===== src/rtl/test_mux_regs.svh =====
/*
 * Register offsets, field positions, reset values and codes shared by the
 * skew test multiplexer device end and its host controller.
 * Assumes nothing; definitions only.
 */
`ifndef TEST_MUX_REGS_SVH
`define TEST_MUX_REGS_SVH

// ****************************************************************
// device register map (8-bit registers, 8-bit offsets)
// ****************************************************************
`define LIN_CTRL_OFFSET       8'h07
`define LIN_WINDOW_OFFSET     8'h08
`define MUX_CTRL_OFFSET       8'h18
`define DIODE_CTRL_OFFSET     8'h19

`define LIN_CTRL_RESET        8'h00
`define LIN_WINDOW_RESET      8'h08
`define MUX_CTRL_RESET        8'h00
`define DIODE_CTRL_RESET      8'h00

`define LIN_DISABLE_BIT       0
`define LIN_GAIN_LSB          1
`define LIN_GAIN_MSB          3
`define LIN_UPPER_LSB         0
`define LIN_UPPER_MSB         3
`define LIN_LOWER_LSB         4
`define LIN_LOWER_MSB         7
`define MUX_SIDE_BIT          0
`define MUX_PAIR_LSB          1
`define MUX_PAIR_MSB          5
`define MUX_ENABLE_BIT        6
`define DIODE_ENABLE_BIT      0
`define DIODE_MODE_BIT        1

`define PAIR_CODE_CLOCK       5'h0F
`define PAIR_CODE_B_TOP       5'h10

// ****************************************************************
// host controller register map (Avalon-MM byte addresses)
// ****************************************************************
`define HOST_CMD_ADDR         4'h0
`define HOST_STATUS_ADDR      4'h4
`define HOST_PATTERN_ADDR     4'h8
`define HOST_CMD_READ_BIT     16
`define HOST_PATTERN_EN_BIT   0

// alternating skew patterns per resolution
`define PATTERN16_LO          16'h5555
`define PATTERN16_HI          16'hAAAA
`define PATTERN14_LO          16'h1555
`define PATTERN14_HI          16'h2AAA
`define PATTERN11_LO          16'h0555
`define PATTERN11_HI          16'h02AA

`endif


===== src/rtl/pair_select_decoder.sv =====
/*
 * Maps a pair-select code and side bit onto one LVDS input, for a
 * device resolution of 16, 14 or 11 bits.
 * Assumes inputs are already in the clk_in domain; purely combinational.
 */
`timescale 1ns/1ps
`include "test_mux_regs.svh"

module pair_select_decoder #(
    parameter int RESOLUTION = 16
) (
    input  wire logic [4:0]  pair_in,
    input  wire logic        side_in,
    input  wire logic        clock_in,
    input  wire logic [15:0] port_a_in,
    input  wire logic [15:0] port_b_in,
    output logic             valid_out,
    output logic             signal_out
);
    // signed index arithmetic: a negative index means "no such bit"
    logic signed [6:0] code_low;
    logic signed [6:0] idx;
    logic [15:0]       port;

    always_comb begin
        code_low   = {3'h0, pair_in[3:0]};
        idx        = 7'sd0;
        port       = pair_in[4] ? port_b_in : port_a_in;
        valid_out  = 1'b0;
        signal_out = 1'b0;
        if (pair_in == `PAIR_CODE_CLOCK) begin
            // only the widest variant pairs the clock with port A bit 0
            valid_out  = !side_in || (RESOLUTION == 16);
            signal_out = side_in ? ~port_a_in[0] : clock_in;
        end else if (pair_in == `PAIR_CODE_B_TOP) begin
            valid_out  = 1'b1;
            signal_out = side_in ? ~clock_in : port_b_in[RESOLUTION-1];
        end else begin
            if (pair_in[4]) begin
                idx = 7'(RESOLUTION - 1) - code_low;
            end else begin
                idx = 7'(RESOLUTION - 2) - code_low;
            end
            if (side_in) begin
                valid_out  = (idx >= -7'sd1);
                signal_out = (idx >= -7'sd1) ? ~port[4'(idx + 7'sd1)] : 1'b0;
            end else begin
                valid_out  = (idx >= 7'sd0);
                signal_out = (idx >= 7'sd0) ? port[4'(idx)] : 1'b0;
            end
        end
    end
endmodule


===== config.mk =====
export PLATFORM = sky130hd
export DESIGN_NAME = pair_select_decoder
export DESIGN_NICKNAME = d
export VERILOG_FILES = /design/src/rtl/pair_select_decoder.sv
export VERILOG_INCLUDE_DIRS = /design/src /design/src/rtl
export SDC_FILE = /design/constraint.sdc
export NUM_CORES = 1
export LEC_CHECK = 0
export BUFFER_PORTS_ARGS = -buffer_cell sky130_fd_sc_hd__clkbuf_2
export CORE_ASPECT_RATIO = 1.2
export CORE_MARGIN = 2
export CORE_UTILIZATION = 50
export DETAILED_ROUTE_END_ITERATION = 8
export MAX_ROUTING_LAYER = met4
export PLACE_DENSITY = 0.81
export SYNTH_ARGS = -nofsm -noshare
export SYNTH_HDL_FRONTEND = slang
export SYNTH_SLANG_ARGS = --single-unit

===== constraint.sdc =====
create_clock -name vclk -period 3.12
set_input_delay 0.156 -clock vclk [all_inputs]
set_output_delay 0.156 -clock vclk [all_outputs]
set_load 0.005 [all_outputs]

==> results.json, run 1 <==
{
  "leakage_nw": 0.5298,
  "fin_crit_sh_pct": 92.46,
  "slew_viol_final": 0,
  "ios": 41,
  "synth_xor_area_share_pct": 7.770,
  "cp-start-kind": "input pin",
  "final_common_cell": "clkbuf_2",
  "wl_per_cell_um": 15.15,
  "grt_util_met3_pct": 1.099,
  "fillers": 155,
  "grt-ovfl-total": 0,
  "peakVddDrop_mv": 0.09257,
  "io_buffers": 40,
  "final_nets": 181,
  "start_util_pct": 52.97,
  "hp-class": "input pin to primary output",
  "ys_warn_count": 0,
  "setup_viol": 0,
  "mostFrequentLayoutCells": "40 x clkbuf_2, 16 x mux2i_1, 8 x nor2_1, 7 x mux4_2",
  "critical_path.max_fanout": 6,
  "drt-initial-drc-count": 39,
  "n_clock_buffer": 0,
  "synth_top_family_by_area": "multiplexers",
  "die_area_um2": 2090,
  "worstPathCellList": "clkbuf_2 > inv_1 > ha_1 > nand2b_1 > and2_1 > ha_1 > mux4_2 > mux2i_1 > mux2i_1 > mux2_2 > o22ai_1 > clkbuf_2",
  "antenna_found_initial": 0,
  "grt_pass1_vias": 928,
  "tns_ns": 0,
  "arrival_ns": 2.73,
  "seq_area_um2": 0,
  "finalHoldViolCount": 0,
  "power_density_nw_per_um2": 180.1,
  "endpoint_kind": "primary output",
  "cts_resized": 0,
  "die_h_um": 49.69,
  "synthSimpleGateAreaFrac_pct": 17.55,
  "core-area_um2": 1642,
  "rsz0062_at_grt": "false",
  "synthMuxAreaShare_pct": 39.14,
  "antenna_left": 0,
  "crit_family": "multiplexers",
  "vias_per_cell": 6.226,
  "synth_seq_area_share_pct": 0,
  "grt_pass1_wl_mm": 3.850,
  "placed_area_um2": 1067,
  "rows": 16,
  "critical_path_buf_inv_count": 3,
  "cts_setup_buffers": 0,
  "synth_compound_area_share_pct": 22.30,
  "chipWidth_um": 42.07,
  "design.seq.count": 0,
  "design_area_um2": 1067,
  "cap_violations": 0,
  "hold_buffers": 0,
  "drt_drc_violations_left": 0,
  "syn_to_final_growth_pct": 22.73,
  "drt_wl_total_mm": 2.349,
  "syn_area_per_cell_um2": 8.696,
  "max_freq_ghz": 0.3467,
  "status": "complete, no violations",
  "grt_max_degree": 23,
  "netlist_area_um2": 869.6,
  "netlist_instances": 100,
  "max_stage_delay_ns": 0.52,
  "dpl.hpwl_mm": 1.967,
  "grt_use_total_pct": 23.20,
  "crit_type": "input pin to primary output",
  "synthDistinctLibCells": 42,
  "top_usage_layer": "met2",
  "drive_gt1_share_pct": 43.07,
  "synth_nets": 142,
  "whs_ns": 0.7960,
  "total_power_uw": 192.2,
  "cp.required_ns": 2.96,
  "use_met1_pct": 27.70,
  "globalRouteMet2Util_pct": 44.01,
  "num_vias": 965,
  "synthAdderAreaFrac_pct": 4.317,
  "cp_slowest_cell": "mux4_2",
  "fin_crit_ns": 2.885,
  "first_pass_iters": 4,
  "diodes": 0,
  "gp_congestion": 0.9135
}
-- area by class of cell --
type	instances	area, µm²	area share, %
timing repair buffer	44	230.2	21.57
inverter	5	18.77	1.759
multi-input combinational	88	795.8	74.56
tap	18	22.52	2.110
-- synthesized netlist by cell type, types with 2 or more instances --
master,count,area share [%]
mux4_2,7,18
a21oi_1,2,1.2
xnor2_1,2,2.0
o22ai_1,4,2.9
nand2_1,3,1.3
inv_1,3,1.3
ha_1,3,4.3
buf_2,2,1.2
o221ai_1,3,3.0
buf_6,2,2.6
inv_2,2,0.86
nand2b_1,2,1.4
a31oi_1,2,1.4
a221oi_1,4,4.0
xor2_1,2,2.0
a22oi_1,2,1.7
nor2b_1,4,2.9
buf_4,3,2.6
a32oi_1,2,2.0
mux2i_1,16,18
mux2_2,2,2.6
nor2_1,8,3.5
-- per-stage QoR --
step	setup WS [ns]	instances	utilization, %
final	0.2354	155	65.02
after detailed placement	0.2178	155	65.02
after CTS	0.2160	155	65.02
after floorplan	0.6250	100	-
after global routing	0.07080	155	65.02
after global placement	0.3116	155	65.02
-- worst min-delay path: cells and delay by family --
family	cells	cell delay, ns
buffers and inverters	3	0.31
AO/OA/AOI/OAI	2	0.12
AND/OR/NAND/NOR	1	0.04
-- kinds of logic after synthesis --
family	count (synthesis)
AOI/OAI and AO/OA	26
xor gates and xnor gates	6
adders and majority gates	3
buffers and inverters	12
muxes	25
other	1
and+or+nand+nor	27
-- layer usage --
layer | vias to the layer above | share of wire (%)
met2 | 30 | 55
met5 | - | 0
met4 | 0 | 1.4
met3 | 4 | 4.7
li1 | 473 | -
met1 | 458 | 39
-- power breakdown --
group	internal, mW	switching (mW)	leakage (nW)
Sequential	0	0	0
Clock	0	0	0
Combinational	0.102	0.0901	0.530
Total	0.102	0.0901	0.530
-- worst paths after layout --
check,start,endpoint,cells past startpoint
min,side_in,signal_out,6
max,pair_in[1],signal_out,12
Note: power is estimated with default switching activity, not from simulation.
==> inputs of run 2 (changes only) <==
- REMOVE_ABC_BUFFERS: unset -> 1
==> results.json, run 2 (synthesized netlist as in run 1, its figures left out) <==
{
  "drt_drc_violations_left": 0,
  "clock_power_share_pct": 0,
  "ios": 41,
  "chipWidth_um": 42.07,
  "vias_per_cell": 6.242,
  "critical_path.max_fanout": 8,
  "cap_violations": 0,
  "core-area_um2": 1642,
  "antenna_found_initial": 0,
  "slew_viol_final": 0,
  "dpl.hpwl_mm": 1.889,
  "crit_start": "pair_in[1]",
  "status": "complete, no violations",
  "drive_gt1_share_pct": 42.96,
  "grt_use_total_pct": 22.35,
  "power_density_nw_per_um2": 181.6,
  "final_common_cell": "clkbuf_2",
  "rsz0062_at_grt": "false",
  "mostFrequentLayoutCells": "40 x clkbuf_2, 16 x mux2i_1, 8 x nor2_1, 7 x mux4_2",
  "grt_pass1_wl_mm": 3.726,
  "leakage_nw": 0.5200,
  "pre_cts_ws_ns": 0.1336,
  "peakVddDrop_mv": 0.09638,
  "diodes": 0,
  "drt_wl_total_mm": 2.226,
  "cp-start-kind": "input pin",
  "switchingPower_uw": 89.89,
  "max_freq_ghz": 0.3525,
  "whs_ns": 0.8170,
  "tns_ns": 0,
  "die_area_um2": 2090,
  "max_stage_delay_ns": 0.50,
  "fin_crit_ns": 2.837,
  "grt_pass1_vias": 942,
  "arrival_ns": 2.68,
  "worstPathCellList": "clkbuf_2 > inv_1 > ha_1 > nand2b_1 > and2_1 > ha_4 > mux4_2 > mux2i_1 > mux2i_1 > mux2_2 > o22ai_1 > clkbuf_2",
  "min-delay-start": "side_in",
  "final_nets": 179,
  "wl_per_cell_um": 14.55,
  "start_util_pct": 52.97,
  "io_buffers": 40,
  "first_pass_iters": 4,
  "critical_path_buf_inv_count": 3,
  "syn_to_final_growth_pct": 22.45,
  "cp_slowest_cell": "mux4_2",
  "combinationalPowerShare_pct": 100.0,
  "finalHoldViolCount": 0,
  "crit_type": "input pin to primary output",
  "drt-initial-drc-count": 7,
  "setup_viol": 0,
  "setup_ws_ns": 0.2831,
  "hp-class": "input pin to primary output",
  "antenna_left": 0,
  "n_clock_buffer": 0,
  "p_seq_share_pct": 0,
  "gp_congestion": 0.8914,
  "internal_power_uw": 103.4,
  "grt_max_degree": 23,
  "endpoint_kind": "primary output",
  "cp.required_ns": 2.96,
  "die_h_um": 49.69,
  "cts_setup_buffers": 0,
  "seq_area_um2": 0,
  "crit_family": "multiplexers",
  "design.seq.count": 0,
  "fin_crit_sh_pct": 90.93,
  "grt-ovfl-total": 0,
  "rows": 16,
  "power.share.switching_pct": 46.50,
  "num_vias": 955
}
-- run 2: cell types whose count changed in the layout (fill, tap and decap cells not counted), sizes merged --
| cell | before | now |
|---|---|---|
| buf | 4 | 2 |
-- run 2: worst min-delay path, cell delays in order --
cell      delay (ns)
clkbuf_2        0.13
inv_1           0.09
nor2_1          0.05
o21ai_0         0.06
o22ai_1         0.07
clkbuf_2        0.11
-- run 2: area by class of cell --
class              count  area (µm²)
well taps             18       22.52
inverters              5       18.77
multi-input cells     88       808.3
fillers              150       576.8
repair buffers        42       215.2
-- run 2: path summary, 6_finish.rpt --
kind                    endpoint  slack [ns]  cells past startpoint
worst max-delay path  signal_out        0.28                     12
worst min-delay path  signal_out        0.82                      6
-- run 2: stage by stage --
stage	instances	util, %	cell area (µm²)	power [mW]
detailed placement	153	64.10	1052	0.1866
floorplan	93	-	814.5	0.1191
finish	153	64.86	1065	0.1933
CTS	153	64.10	1052	0.1874
global route	153	64.86	1065	0.2124
global placement	153	64.10	1052	0.1821
-- run 2: power by group through the flow --
stage | clock (mW) | combinational, mW | sequential (mW)
floorplan | 0 | 0.119 | 0
global placement | 0 | 0.182 | 0
detailed placement | 0 | 0.187 | 0
CTS | 0 | 0.187 | 0
global route | 0 | 0.212 | 0
finish | 0 | 0.193 | 0
-- run 2: per-layer routing --
layer / track usage [%] / routed length [µm] / vias up
met3: 1.465 / 121 / 2
met2: 44.01 / 1225 / 35
met4: 3.646 / 13 / 0
met5: - / 0 / -
li1: - / - / 469
met1: 24.55 / 864 / 449
-- run 2: repair_timing --
| action | in CTS | in global routing |
|---|---|---|
| hold buffers | 0 | 0 |
| resized for setup | 0 | 2 |
| endpoints found under the hold margin | 0 | 0 |
| endpoints found under the setup margin | 0 | 1 |
